==> src/slvp_pkg.sv <==
// constants, register map and state layout of the parallel slave port
package slvp_pkg;

	// register indices; byte address on the bus is four times the index
	localparam logic [9:0] IDX_DATA_PORT = 10'h008;
	localparam logic [9:0] IDX_CTRL_PINS = 10'h009;
	localparam logic [9:0] IDX_INT_FLAGS = 10'h00C;
	localparam logic [9:0] IDX_DATA_DIR = 10'h088;
	localparam logic [9:0] IDX_STATUS_CTRL = 10'h089;
	localparam logic [9:0] IDX_INT_ENABLES = 10'h08C;

	// field positions in slave_port_status_ctrl
	localparam int BIT_IN_FULL = 7;
	localparam int BIT_OUT_FULL = 6;
	localparam int BIT_OVERRUN = 5;
	localparam int BIT_MODE = 4;
	// slave_port_irq_flag / slave_port_irq_enable position
	localparam int BIT_IRQ = 7;

	// control pin roles while in slave mode
	localparam int PIN_RD = 0;
	localparam int PIN_WR = 1;
	localparam int PIN_CS = 2;

	// synchroniser: {data pins, control pins}; strobes idle high
	localparam int SYNC_W = 11;
	localparam logic [10:0] SYNC_RST = 11'h007;

	// reset values
	localparam logic [7:0] STATUS_CTRL_RST = 8'h07;
	localparam logic [7:0] DATA_DIR_RST = 8'hFF;
	localparam logic [7:0] DATA_LATCH_RST = 8'h00;
	localparam logic [2:0] CTRL_OUT_RST = 3'h0;

	// bus constants
	localparam logic [1:0] HTRANS_NONSEQ = 2'h2;
	localparam logic HRESP_OKAY = 1'h0;

	typedef struct packed {
		logic [7:0] out_latch;
		logic [7:0] in_latch;
		logic in_full;
		logic out_full;
		logic overrun;
		logic mode;
		logic [2:0] cp_dir;
		logic [2:0] cp_out;
		logic [7:0] d_dir;
		logic irq_flag;
		logic irq_en;
		logic rd_prev;
		logic wr_prev;
		logic cs_prev;
	} slvp_state_s;

	localparam slvp_state_s STATE_RST = '{
		out_latch: DATA_LATCH_RST,
		in_latch: DATA_LATCH_RST,
		in_full: STATUS_CTRL_RST[BIT_IN_FULL],
		out_full: STATUS_CTRL_RST[BIT_OUT_FULL],
		overrun: STATUS_CTRL_RST[BIT_OVERRUN],
		mode: STATUS_CTRL_RST[BIT_MODE],
		cp_dir: STATUS_CTRL_RST[2:0],
		cp_out: CTRL_OUT_RST,
		d_dir: DATA_DIR_RST,
		irq_flag: 1'h0,
		irq_en: 1'h0,
		rd_prev: SYNC_RST[PIN_RD],
		wr_prev: SYNC_RST[PIN_WR],
		cs_prev: SYNC_RST[PIN_CS]
	};

endpackage

==> src/slvp_ahb.sv <==
// ahb-lite slave front end: turns bus transfers into register strobes
`timescale 1ns/100ps
module slvp_ahb
	import slvp_pkg::*;
(
	input wire logic clk_i,
	input wire logic nrst_i,
	input wire logic hsel_i,
	input wire logic [31:0] haddr_i,
	input wire logic [1:0] htrans_i,
	input wire logic hwrite_i,
	input wire logic hready_i,
	input wire logic [31:0] hwdata_i,
	output logic hreadyout_o,
	output logic hresp_o,
	output logic [31:0] hrdata_o,
	output logic reg_wr_o,
	output logic reg_rd_o,
	output logic [9:0] reg_idx_o,
	output logic [7:0] reg_wdata_o,
	input wire logic [7:0] reg_rdata_i
);

	typedef struct packed {
		logic phase_wr;
		logic phase_rd;
		logic rd_done;
		logic [9:0] idx;
		logic [31:0] rdata;
	} slvp_ahb_s;

	slvp_ahb_s state_reg;
	slvp_ahb_s state_next;
	logic accept;
	logic ready;

	// reads take one wait state so hrdata comes from a flip-flop
	assign ready = !(state_reg.phase_rd && !state_reg.rd_done);
	assign accept = hsel_i && (htrans_i == HTRANS_NONSEQ) && hready_i;

	always_comb
	begin
		state_next = state_reg;
		if (ready)
		begin
			state_next.phase_wr = accept && hwrite_i;
			state_next.phase_rd = accept && !hwrite_i;
			state_next.rd_done = 1'h0;
			if (accept)
				state_next.idx = haddr_i[11:2];
		end
		else
		begin
			// read side effects happen exactly once, here
			state_next.rd_done = 1'h1;
			state_next.rdata = {24'h000000, reg_rdata_i};
		end
	end

	always_ff @(posedge clk_i or negedge nrst_i)
	begin
		if (!nrst_i)
			state_reg <= '0;
		else
			state_reg <= state_next;
	end

	assign hreadyout_o = ready;
	assign hresp_o = HRESP_OKAY;
	assign hrdata_o = state_reg.rdata;
	assign reg_wr_o = state_reg.phase_wr;
	assign reg_rd_o = state_reg.phase_rd && !state_reg.rd_done;
	assign reg_idx_o = state_reg.idx;
	assign reg_wdata_o = hwdata_i[7:0];

endmodule

==> src/slvp_sync.sv <==
// two flip-flop synchroniser for a group of level inputs
`timescale 1ns/100ps
module slvp_sync
	import slvp_pkg::*;
#(
	parameter int W = SYNC_W,
	parameter logic [W-1:0] RST_VAL = '0
)
(
	input wire logic clk_i,
	input wire logic nrst_i,
	input wire logic [W-1:0] d_i,
	output logic [W-1:0] q_o
);

	typedef struct packed {
		logic [W-1:0] meta;
		logic [W-1:0] stable;
	} slvp_sync_s;

	slvp_sync_s state_reg;
	slvp_sync_s state_next;

	// first stage feeds only the second stage
	always_comb
	begin
		state_next = state_reg;
		state_next.meta = d_i;
		state_next.stable = state_reg.meta;
	end

	always_ff @(posedge clk_i or negedge nrst_i)
	begin
		if (!nrst_i)
			state_reg <= '{meta: RST_VAL, stable: RST_VAL};
		else
			state_reg <= state_next;
	end

	assign q_o = state_reg.stable;

endmodule

==> src/slvp_top.sv <==
// parallel slave port with its register file on an ahb-lite bus
//
// The implementer's own choice: the AHB-Lite interface to the registers.
`timescale 1ns/100ps

// Summary of operation
// Setting the slave port enable turns the data port into an 8-bit port.
// The external processor reads and writes at any time, no shared clock.
// In slave mode the control pins are read strobe, write strobe, select.
// Software sets the three control pin directions to input before use.
// One address, two latches: CPU writes the output, reads the input latch.
// In slave mode the data direction register is ignored; strobes decide.
// Read-only input full flag (bit 7) sets on external write, clears on read.
// Output full flag (bit 6) sets on CPU write, clears on external read.
// External write while input full sets overrun (bit 5), keeps old word.
// Outside slave mode both full flags are held clear; overrun persists.
// Every finished external transfer sets the irq flag; software clears.
// The interrupt reaches the CPU only while its enable bit 7 is set.
// Reset loads status and control with 0000 -111; data latches undefined.
// Output latch drives the data pins only while select and read are low.
// Write data taken at the write strobe's rising end, after synchronising.
// On parts without the port, software keeps flag and enable bits clear.
module slvp_top
	import slvp_pkg::*;
(
	input wire logic CLK_I,
	input wire logic NRST_I,
	input wire logic HSEL_I,
	input wire logic [31:0] HADDR_I,
	input wire logic [1:0] HTRANS_I,
	input wire logic HWRITE_I,
	input wire logic [2:0] HSIZE_I,
	input wire logic HREADY_I,
	input wire logic [31:0] HWDATA_I,
	output logic HREADYOUT_O,
	output logic HRESP_O,
	output logic [31:0] HRDATA_O,
	input wire logic [7:0] PD_I,
	output logic [7:0] PD_O,
	output logic [7:0] PD_OE_O,
	input wire logic [2:0] CP_I,
	output logic [2:0] CP_O,
	output logic [2:0] CP_OE_O,
	output logic IRQ_O
);

	slvp_state_s state_reg;
	slvp_state_s state_next;

	logic reg_wr;
	logic reg_rd;
	logic [9:0] reg_idx;
	logic [7:0] reg_wdata;
	logic [7:0] reg_rdata;
	logic [SYNC_W-1:0] pins_s;
	logic [7:0] data_s;
	logic rd_s;
	logic wr_s;
	logic cs_s;
	logic ext_rd_done;
	logic ext_wr_done;
	logic cpu_rd_data;
	logic cpu_wr_data;
	logic [7:0] status_ctrl;
	logic hsize_unused;

	// only whole-word transfers are issued; size needs no decode
	assign hsize_unused = ^HSIZE_I;

	// bus slave front end
	slvp_ahb u_ahb (
		.clk_i(CLK_I),
		.nrst_i(NRST_I),
		.hsel_i(HSEL_I),
		.haddr_i(HADDR_I),
		.htrans_i(HTRANS_I),
		.hwrite_i(HWRITE_I),
		.hready_i(HREADY_I),
		.hwdata_i(HWDATA_I),
		.hreadyout_o(HREADYOUT_O),
		.hresp_o(HRESP_O),
		.hrdata_o(HRDATA_O),
		.reg_wr_o(reg_wr),
		.reg_rd_o(reg_rd),
		.reg_idx_o(reg_idx),
		.reg_wdata_o(reg_wdata),
		.reg_rdata_i(reg_rdata)
	);

	// external strobes and data are asynchronous to CLK_I
	slvp_sync #(
		.W(SYNC_W),
		.RST_VAL(SYNC_RST)
	) u_sync (
		.clk_i(CLK_I),
		.nrst_i(NRST_I),
		.d_i({PD_I, CP_I}),
		.q_o(pins_s)
	);

	// data and strobes share one synchroniser so they stay aligned
	assign data_s = pins_s[10:3];
	assign rd_s = pins_s[PIN_RD];
	assign wr_s = pins_s[PIN_WR];
	assign cs_s = pins_s[PIN_CS];

	// a transfer ends when its strobe rises with chip select still low
	assign ext_rd_done = state_reg.mode && rd_s && !state_reg.rd_prev
		&& !state_reg.cs_prev;
	assign ext_wr_done = state_reg.mode && wr_s && !state_reg.wr_prev
		&& !state_reg.cs_prev;

	assign cpu_rd_data = reg_rd && (reg_idx == IDX_DATA_PORT);
	assign cpu_wr_data = reg_wr && (reg_idx == IDX_DATA_PORT);

	assign status_ctrl = {state_reg.in_full, state_reg.out_full,
		state_reg.overrun,
		state_reg.mode, 1'h0, state_reg.cp_dir};

	// register read mux; unmapped and reserved bits read as zero
	always_comb
	begin
		reg_rdata = 8'h00;
		case (reg_idx)
			IDX_DATA_PORT:
			begin
				// slave mode returns the captured input latch
				if (state_reg.mode)
					reg_rdata = state_reg.in_latch;
				else
					reg_rdata = data_s;
			end
			IDX_CTRL_PINS:
				reg_rdata = {5'h00, pins_s[2:0]};
			IDX_DATA_DIR:
				reg_rdata = state_reg.d_dir;
			IDX_STATUS_CTRL:
				reg_rdata = status_ctrl;
			IDX_INT_FLAGS:
				reg_rdata = {state_reg.irq_flag, 7'h00};
			IDX_INT_ENABLES:
				reg_rdata = {state_reg.irq_en, 7'h00};
			default:
				reg_rdata = 8'h00;
		endcase
	end

	// next state: cpu writes, external events, flag upkeep
	always_comb
	begin
		state_next = state_reg;
		state_next.rd_prev = rd_s;
		state_next.wr_prev = wr_s;
		state_next.cs_prev = cs_s;

		// plain software writes
		if (reg_wr)
		begin
			case (reg_idx)
				IDX_DATA_PORT:
					state_next.out_latch = reg_wdata;
				IDX_CTRL_PINS:
					state_next.cp_out = reg_wdata[2:0];
				IDX_DATA_DIR:
					state_next.d_dir = reg_wdata;
				IDX_STATUS_CTRL:
				begin
					state_next.mode = reg_wdata[BIT_MODE];
					state_next.cp_dir = reg_wdata[2:0];
					// overrun is cleared by writing zero to it
					if (!reg_wdata[BIT_OVERRUN])
						state_next.overrun = 1'h0;
				end
				IDX_INT_FLAGS:
				begin
					// write one to clear
					if (reg_wdata[BIT_IRQ])
						state_next.irq_flag = 1'h0;
				end
				IDX_INT_ENABLES:
					state_next.irq_en = reg_wdata[BIT_IRQ];
				default:
					state_next.irq_en = state_reg.irq_en;
			endcase
		end

		// cpu read of the data port empties the input latch
		if (cpu_rd_data)
			state_next.in_full = 1'h0;

		// cpu write fills the output latch; wins over an external read
		if (ext_rd_done)
			state_next.out_full = 1'h0;
		if (cpu_wr_data)
			state_next.out_full = 1'h1;

		// a read in the same cycle frees the latch for the new word
		if (ext_wr_done)
		begin
			if (state_reg.in_full && !cpu_rd_data)
				state_next.overrun = 1'h1;
			else
			begin
				state_next.in_latch = data_s;
				state_next.in_full = 1'h1;
			end
		end

		// hardware set wins over the software clear
		if (ext_rd_done || ext_wr_done)
			state_next.irq_flag = 1'h1;

		// full flags cannot stand outside slave mode; overrun is kept
		if (!state_next.mode)
		begin
			state_next.in_full = 1'h0;
			state_next.out_full = 1'h0;
		end
	end

	// async reset loads the documented status/control value
	always_ff @(posedge CLK_I or negedge NRST_I)
	begin
		if (!NRST_I)
			state_reg <= STATE_RST;
		else
			state_reg <= state_next;
	end

	// data pins: raw strobes so an external read sees data at once
	always_comb
	begin
		if (state_reg.mode)
			PD_OE_O = {8{!CP_I[PIN_RD] && !CP_I[PIN_CS]}};
		else
			PD_OE_O = ~state_reg.d_dir;
	end

	assign PD_O = state_reg.out_latch;

	// control pins become inputs in slave mode regardless of directions
	assign CP_OE_O = state_reg.mode ? 3'h0 : ~state_reg.cp_dir;
	assign CP_O = state_reg.cp_out;

	// one level interrupt gated by its enable
	assign IRQ_O = state_reg.irq_flag && state_reg.irq_en;

endmodule

==> config.mk <==
export PLATFORM = sky130hd
export DESIGN_NAME = slvp_top
export DESIGN_NICKNAME = d
export VERILOG_FILES = /design/src/slvp_pkg.sv /design/src/slvp_ahb.sv /design/src/slvp_sync.sv /design/src/slvp_top.sv
export SDC_FILE = /design/constraint.sdc
export NUM_CORES = 1
export LEC_CHECK = 0
export BUFFER_PORTS_ARGS = -buffer_cell sky130_fd_sc_hd__buf_4
export CORE_UTILIZATION = 48
export DETAILED_ROUTE_END_ITERATION = 7
export PLACE_DENSITY_LB_ADDON = 0.2
export SYNTH_ARGS = -nofsm -noshare
export SYNTH_HDL_FRONTEND = slang
export SYNTH_SLANG_ARGS = --single-unit
==> constraint.sdc <==
create_clock -name CLK_I -period 2.6 [get_ports CLK_I]
set_input_delay 0.39 -clock CLK_I [delete_from_list [all_inputs] [get_ports CLK_I]]
set_output_delay 0.39 -clock CLK_I [all_outputs]
set_load 0.005 [all_outputs]
# == Yosys cells after proc, flatten, opt, wreduce, memory -nomap -nowiden ==
# Index checks and enable logic that the tools add are counted.
# op_classes
reduce_logical,37
mux,22
bitwise_logic,4
eq_ne,8
# op_table
op,count
one-hot mux 8 bit (6 select lines),1
"equality test 10 x 4 -> 1 bit, second input constant",3
"equality test 10 x 8 -> 1 bit, second input constant",3
two-way mux 8 bit,3
two-way mux 18 bit,1
logical AND 1 bit,16
AND reduction 2 bit,7
two-way mux 1 bit,13
zero test 1 bit,9
inverter 8 bit,1
two-way mux 3 bit,2
nonzero test 2 bit,3
two-way mux 5 bit,1
"inequality test 3 x 1 -> 1 bit, second input constant",1
inverter 3 bit,1
AND reduction 3 bit,1
"equality test 2 bit, second input constant",1
two-way mux 2 bit,1
inverter 1 bit,2
logical OR 1 bit,1
# word_totals
inputBits,85
register_bits,82
output_inout_bits,57

# == Depth between registers and ports, before layout ==
# Gate-level depths: netlist (run 1).
# depth
depth_word,8
depth_mapped,6
depth_no_buf,4

# == Hierarchy ==
# Synthesis (run 1) repeated with hierarchy kept, for this count alone.
# hier_totals
cells_unflattened,318
hier_area_um2,3910.0
# by_module_without_submodules
mod,area_per_inst_um2,n_inst,cells_each,seq_area_each_um2
slvp_top,2107.0,1,180,993.5
slvp_ahb,1244.9,1,116,525.5
slvp_sync,558.0,1,22,558.0

# == Worst setup path after synthesis (run 1) ==
# Ideal clock, no wire load.
# synth_path
path_kind,register -> register
from,reg u_ahb.state_reg (netlist bit u_ahb.reg_idx_o[9])
to,reg state_reg[23] (netlist name)
path_slack_ns,0.759
path_stages_with_launch,5
arrival_time_ns,1.717
synth_period_minus_slack_ns,1.841
required_ns,2.475
setup_ns,0.125
path_buffers,0
path_cell_list,dfrtp_1 nor4b_1 nand4_1 a21oi_2 mux2_2
# synth_via
elab_chain_cells,6
# synth_lines
element,line,rtl
from (decl),slvp_ahb.sv:32,slvp_ahb_s state_reg;
from (signal assigned),slvp_ahb.sv:65,state_reg <= state_next;
equality test 10 x 4 -> 1 bit,slvp_top.sv:113,assign cpu_rd_data = reg_rd && (reg_idx == IDX_DATA_PORT);
logical AND 1 bit,slvp_top.sv:113,
zero test 1 bit,slvp_top.sv:200,if (state_reg.in_full && !cpu_rd_data)
logical AND 1 bit,slvp_top.sv:200,
inverter 1 bit (no source line),-,
AND reduction 2 bit (no source line),-,
to (signal assigned),slvp_top.sv:227,state_reg <= state_next;
to (decl),slvp_top.sv:47,slvp_state_s state_reg;
# No other way between the ends.
# A chain may end at the register's enable or synchronous reset.

# == Worst setup path in the final report (run 1) ==
# layout_path
from,reg state_reg[19] (netlist name)
to,out PD_OE_O[2]
# layout_via
elab_chain_cells,1
# layout_lines
element,line,rtl
two-way mux 8 bit,slvp_top.sv:233,if (state_reg.mode)
to (decl),slvp_top.sv:40,"output logic [7:0] PD_OE_O,"
# No other way between the ends.

==> results of run 1 <==
==> layout make-up <==
class / count / area, um^2 / area share (%)
flip-flops and latches: 82 / 2080 / 49.6
multi-input cells: 158 / 1240 / 29.6
repair buffers: 74 / 556 / 13.3
clock buffers: 12 / 145 / 3.47
well taps: 99 / 124 / 2.96
clock inverters: 4 / 28.8 / 0.687
inverters: 4 / 15.0 / 0.359
==> cell families (layout without fill, tap and decap cells) <==
logic type | after synthesis | in the layout | share of synthesized area (%)
DFF | 82 | 82 | 57.6
buffers and inverters | 56 | 94 | 10.4
AOI/OAI and AO/OA | 30 | 30 | 5.17
and+or+nand+nor | 46 | 46 | 8.09
muxes | 57 | 57 | 18.6
other | 1 | 25 | 0.104
==> Yosys cell counts (2+ instances only) <==
library cell,count,area [um^2]
dfrtp_1,62,1550
mux2_2,49,552
buf_4,44,330
dfstp_2,20,526
o21ai_0,14,70.1
nand2_1,10,37.5
nor2_1,9,33.8
clkbuf_1,6,22.5
mux2i_1,5,50.1
a21oi_1,4,20.0
inv_1,4,15.0
nand4_1,4,25.0
nor2b_1,4,25.0
a22o_1,3,26.3
mux4_2,3,67.6
nand3b_1,3,22.5
a22oi_1,2,15.0
buf_1,2,7.51
nand4b_1,2,17.5
nor3b_1,2,15.0
o211ai_1,2,15.0
==> routing by layer <==
| metal | routed length, um | share of wire, % | vias to the layer above | GRT usage [%] |
|---|---|---|---|---|
| li1 | - | - | 994 | - |
| met1 | 2880 | 44 | 1056 | 22.9 |
| met2 | 3240 | 50 | 68 | 28.0 |
| met3 | 302 | 4.6 | 11 | 4.94 |
| met4 | 91 | 1.4 | 0 | 5.72 |
| met5 | 0 | 0 | - | 0 |
==> worst max path at each step <==
stage	start	to
after floorplan	u_ahb.reg_idx_o[9]$_DFFE_PN0P_	state_reg[23]$_DFFE_PN0P_
after global placement	u_ahb.reg_idx_o[2]$_DFFE_PN0P_	state_reg[24]$_DFFE_PN0P_
after detailed placement	u_ahb.reg_idx_o[2]$_DFFE_PN0P_	state_reg[25]$_DFFE_PN0P_
after CTS	state_reg[19]$_DFF_PN0_	PD_OE_O[2]
after global routing	state_reg[19]$_DFF_PN0_	PD_OE_O[6]
final	state_reg[19]$_DFF_PN0_	PD_OE_O[2]
==> worst max-delay path, stage by stage (launching register included) <==
cell and delay [ns]:
dfrtp_1 0.65, buf_4 0.27, nand2_1 0.18, o21ai_0 0.17, buf_4 0.16
==> where the power goes <==
part / switching [uW] / internal, uW
Clock: 438 / 374
Sequential: 90.8 / 1410
Combinational: 284 / 297
Total: 813 / 2080
==> metrics by stage <==
step                      cells  power (uW)  worst slack, ns  util (%)
after floorplan             296        1920            0.759         -
after global placement      417        2090            0.603      55.3
after detailed placement    417        2110            0.544      55.3
after CTS                   433        2930            0.468      57.7
after global routing        433        3050            0.310      57.7
final                       433        2900            0.454      57.7
==> results.py, run 1 <==
metrics = {
    "run_status": {
        "outcome": "completed",
    },
    "clocking": {
        "cts_resized": 0,
        "cts_tree": "done",
        "cts_buffer_depth": 2,
        "cts_hold_buf": 0,
        "cts_max_level": 3,
        "numCtsBuffers": 9,
        "path_clk_slew_ns": 0.08,
        "post-cts-setup-buffer-count": 0,
        "clk_latency_ns": 0.34,
        "cts_root_buf": "clkbuf_8",
        "cts.sinks": 82,
    },
    "detailed_routing": {
        "routed_wl_um": 6510,
        "postRouteAntennaNets": 0,
        "num_vias": 2129,
        "route.detailed.drc": 0,
        "wl_per_cell_um": 15.0,
        "vias_per_cell": 4.92,
        "dr.pass1.iters": 6,
        "drtIter0Drc": 91,
    },
    "logic_synthesis": {
        "async_flop_share_pct": 100,
        "yosysSeqAreaShare_pct": 57.6,
        "synthDistinctLibCells": 39,
        "avgSynthCellArea_um2": 13.2,
        "synth-edff-count": 0,
        "syn_inst": 272,
        "yosysWarnings": 0,
        "ys_ff_latch": 82,
        "synth-main-ff-cell": "dfrtp_1",
        "synth_area_um2": 3600,
    },
    "critical_path": {
        "r2r_slack_ns": 0.52,
        "reg2reg_to": "state_reg[25]$_DFFE_PN0P_",
        "r2r.worst_path.cells": 4,
        "path_max_fanout": 13,
        "timing.rr.start": "state_reg[19]$_DFF_PN0_",
        "path_class": "reg2out",
        "cp.required_ns": 2.21,
        "worstSetupEndpointType": "primary output",
        "arrival_ns": 1.76,
        "cp-start-kind": "flip-flop",
    },
    "hold_path": {
        "hold_class": "in2reg",
        "hold_end": "u_sync.state_next[8]$_DFF_PN0_",
        "holdCritStartpoint": "PD_I[5]",
        "min_path_cells": 1,
    },
    "finish": {
        "syn_to_final_growth_pct": 16.2,
        "final_cell_area_um2": 4190,
        "layout_commonest_cell": "buf_4",
        "mostFrequentLayoutCells": "74 x buf_4, 62 x dfrtp_1, 49 x mux2_2, 25 x conb_1, 20 x dfstp_2",
        "layout-drive-gt1-share_pct": 49.7,
        "insertedDiodeCount": 0,
        "fillers": 635,
        "largest_register_ffs": 28,
        "num-nets-final": 414,
    },
    "global_routing": {
        "grt_first_pass_wirelength_um": 10100,
        "grt_overflow": 0,
        "grt_pass1_vias": 2047,
        "grt_max_degree": 81,
        "grt_antenna_before_repair": 0,
        "track_usage_pct": 17.4,
    },
    "die": {
        "initial_core_util_pct": 49.7,
        "die_x_um": 88.6,
        "row_count": 31,
        "die_area_um2": 7860,
        "die_h_um": 88.6,
        "placeableCoreArea_um2": 7250,
        "io_pins": 142,
    },
    "timing": {
        "hold_viol": 0,
        "grt_setup_unrepaired": "no",
        "timing.fmax_ghz": 0.466,
        "finalSetupViolCount": 0,
        "fin_crit_sh_pct": 82.5,
        "period_needed_ns": 2.15,
        "fin_setup_tns_ns": 0,
        "slew_headroom_pct": 34.2,
        "slew_violations": 0,
        "whs_ns": 0.152,
        "fin_skew_ns": 0.00790,
        "tightest_slew_ns": 0.987,
    },
    "placed_design": {
        "portBuffers": 67,
        "place.gp.congestion": 0.759,
        "hpwl_um": 4610,
        "placement.cell_area_um2": 4010,
    },
    "pwr": {
        "p_leak_uw": 0.00190,
        "power.density_nw_per_um2": 692,
        "peakVddDrop_uv": 324,
    },
    "job": {
        "maxCapViolations": 0,
    },
}
(Power assumes the default switching activity.)
==> run 2, diff against run 1 <==
Settings changed: CORE_UTILIZATION 48 to 44.
Clock period 2.6 ns to 1.8 ns, I/O delays scaled along.
==> results.py, run 2 (synthesis gave the netlist of run 1 again) <==
metrics = {
    "finish": {
        "final_cell_count_no_fill": 457,
        "layout-drive-gt1-share_pct": 54.9,
        "num-nets-final": 435,
        "fillers": 667,
        "layout_commonest_cell": "buf_4",
        "final_cell_area_um2": 4540,
        "syn_to_final_growth_pct": 25.9,
        "mostFrequentLayoutCells": "87 x buf_4, 62 x dfrtp_1, 41 x mux2_2, 25 x conb_1, 20 x dfstp_2",
        "largest_register_ffs": 28,
        "insertedDiodeCount": 0,
        "regArea_um2": 2080,
        "multi_input_comb_area_um2": 1350,
    },
    "detailed_routing": {
        "postRouteAntennaNets": 0,
        "route.detailed.drc": 0,
        "dr.pass1.iters": 4,
        "wl_per_cell_um": 15.7,
        "vias_per_cell": 4.96,
        "drtIter0Drc": 81,
        "num_vias": 2265,
        "routed_wl_um": 7170,
    },
    "critical_path": {
        "crit_buf_inv": 1,
        "cp-start-kind": "flip-flop",
        "slowest_delay_ns": 0.56,
        "cp_cell_sequence": "or4b_4 -> nor4_4 -> buf_6 -> nand3b_1 -> mux2_2",
        "crit_path_top_delay_cell": "or4b_4",
        "path_delay_family": "simple AND/OR/NAND/NOR gates",
        "worstSetupEndpointType": "flip-flop",
        "path_max_fanout": 3,
        "arrival_ns": 2.15,
        "path_class": "reg2reg",
        "cp.required_ns": 2.03,
    },
    "clocking": {
        "path_clk_slew_ns": 0.08,
        "clk_latency_ns": 0.35,
        "cts_tree": "done",
        "cts_buffer_depth": 2,
        "cts.sinks": 82,
        "numCtsBuffers": 9,
        "cts_max_level": 3,
        "cts_root_buf": "clkbuf_8",
    },
    "pwr": {
        "power_switching_uw": 1300,
        "peakVddDrop_uv": 472,
        "p_int_uw": 3360,
        "p_clk_share_pct": 29.2,
        "power.density_nw_per_um2": 1030,
        "seq_power_share_pct": 46.6,
        "sw_frac_of_total_pct": 27.9,
        "power_frac_comb_pct": 24.2,
        "p_leak_uw": 0.00207,
    },
    "hold_path": {
        "hold_class": "in2reg",
    },
    "global_routing": {
        "track_usage_pct": 17.5,
        "grt_overflow": 0,
        "grt_pass1_vias": 2276,
        "grt_max_degree": 37,
        "grt_first_pass_wirelength_um": 11200,
        "grt_antenna_before_repair": 0,
    },
    "timing": {
        "fin_skew_ns": 0.0106,
        "finalSetupViolCount": 33,
        "slew_violations": 0,
        "fin_crit_sh_pct": 106,
        "grt_setup_unrepaired": "yes",
        "setup_ws_ns": -0.111,
        "hold_viol": 0,
        "period_needed_ns": 1.91,
        "timing.fmax_ghz": 0.523,
    },
    "placed_design": {
        "dp_slack_ns": -0.117,
        "dp_cells": 437,
        "hpwl_um": 5040,
        "portBuffers": 67,
        "place.gp.congestion": 0.766,
        "placement.cell_area_um2": 4180,
    },
    "run_status": {
        "failed_checks": "setup timing",
        "outcome": "finished, violations left",
    },
    "die": {
        "io_pins": 142,
        "row_count": 32,
        "placeableCoreArea_um2": 7810,
        "die_area_um2": 8560,
        "die_h_um": 92.5,
        "die_x_um": 92.5,
        "initial_core_util_pct": 46.2,
    },
    "job": {
        "maxCapViolations": 0,
    },
}
run 2: path summary, 6_finish.rpt:
| check | from | endpoint | slack [ns] | cells after the start |
|---|---|---|---|---|
| max in group asynchronous | NRST_I | state_reg[18]$_DFFE_PN1P_ | 0.79 | 3 |
| min | PD_I[0] | u_sync.state_next[3]$_DFF_PN0_ | 0.02 | 1 |
| min in group asynchronous | NRST_I | u_ahb.hrdata_o[3]$_DFFE_PN0N_ | 0.41 | 2 |
| min reg2reg | u_sync.state_next[3]$_DFF_PN0_ | u_sync.q_o[3]$_DFF_PN0_ | 0.35 | 0 |
| max | u_ahb.reg_idx_o[9]$_DFFE_PN0P_ | CP_O[2]$_DFFE_PN0P_ | -0.11 | 5 |
| max reg2reg | u_ahb.reg_idx_o[9]$_DFFE_PN0P_ | CP_O[2]$_DFFE_PN0P_ | -0.11 | 5 |
run 2: through the flow:
stage | hold slack (ns) | TNS, ns | utilization (%) | power [uW]
6_report | 0.0173 | -1.47 | 58.1 | 4660
5_1_grt | 0.00438 | -3.87 | 58.1 | 4860
4_1_cts | 0.00235 | -1.82 | 57.8 | 4660
3_5_place_dp | 0.250 | -1.74 | 53.5 | 3220
3_3_place_gp | 0.246 | -1.33 | 53.5 | 3190
2_1_floorplan | -0.0256 | 0 | - | 2790
run 2: timing repair:
| item | 4_1_cts | 5_1_grt |
|---|---|---|
| pin swaps | 3 | 0 |
| hold buffers | 1 | 0 |
| setup endpoints to repair | 41 | 35 |
| gates resized for setup | 19 | 4 |
| gates cloned | 1 | 0 |
| endpoints found under the hold margin | 26 | 0 |
| setup buffers | 1 | 1 |
run 2: worst reg2reg max path, stage by stage (launching register included):
cell      delay (ns)
dfrtp_1         0.38
or4b_4          0.56
nor4_4          0.18
buf_6           0.17
nand3b_1        0.19
mux2_2          0.32
run 2: layout make-up:
type / count / share of cell area [%]
Clock buffer: 12 / 3.42
Clock inverter: 4 / 1.13
Inverter: 4 / 0.331
Multi-Input combinational cell: 159 / 29.8
Sequential cell: 82 / 45.8
Tap cell: 102 / 2.81
Timing Repair Buffer: 94 / 16.7
run 2: layer usage:
metal / GRT usage [%] / up-vias / share of wire [%]
li1: - / 1044 / -
met1: 22.2 / 1138 / 43
met2: 29.6 / 74 / 51
met3: 2.96 / 9 / 4.2
met4: 7.16 / 0 / 1.3
met5: 0 / - / 0
run 2: power by group through the flow:
stage | clock [uW] | sequential (uW) | combinational, uW
5_1_grt | 1450 | 2190 | 1210
4_1_cts | 1400 | 2170 | 1100
2_1_floorplan | 0 | 2160 | 624
3_3_place_gp | 0 | 2190 | 1000
6_report | 1360 | 2170 | 1130
3_5_place_dp | 0 | 2190 | 1030
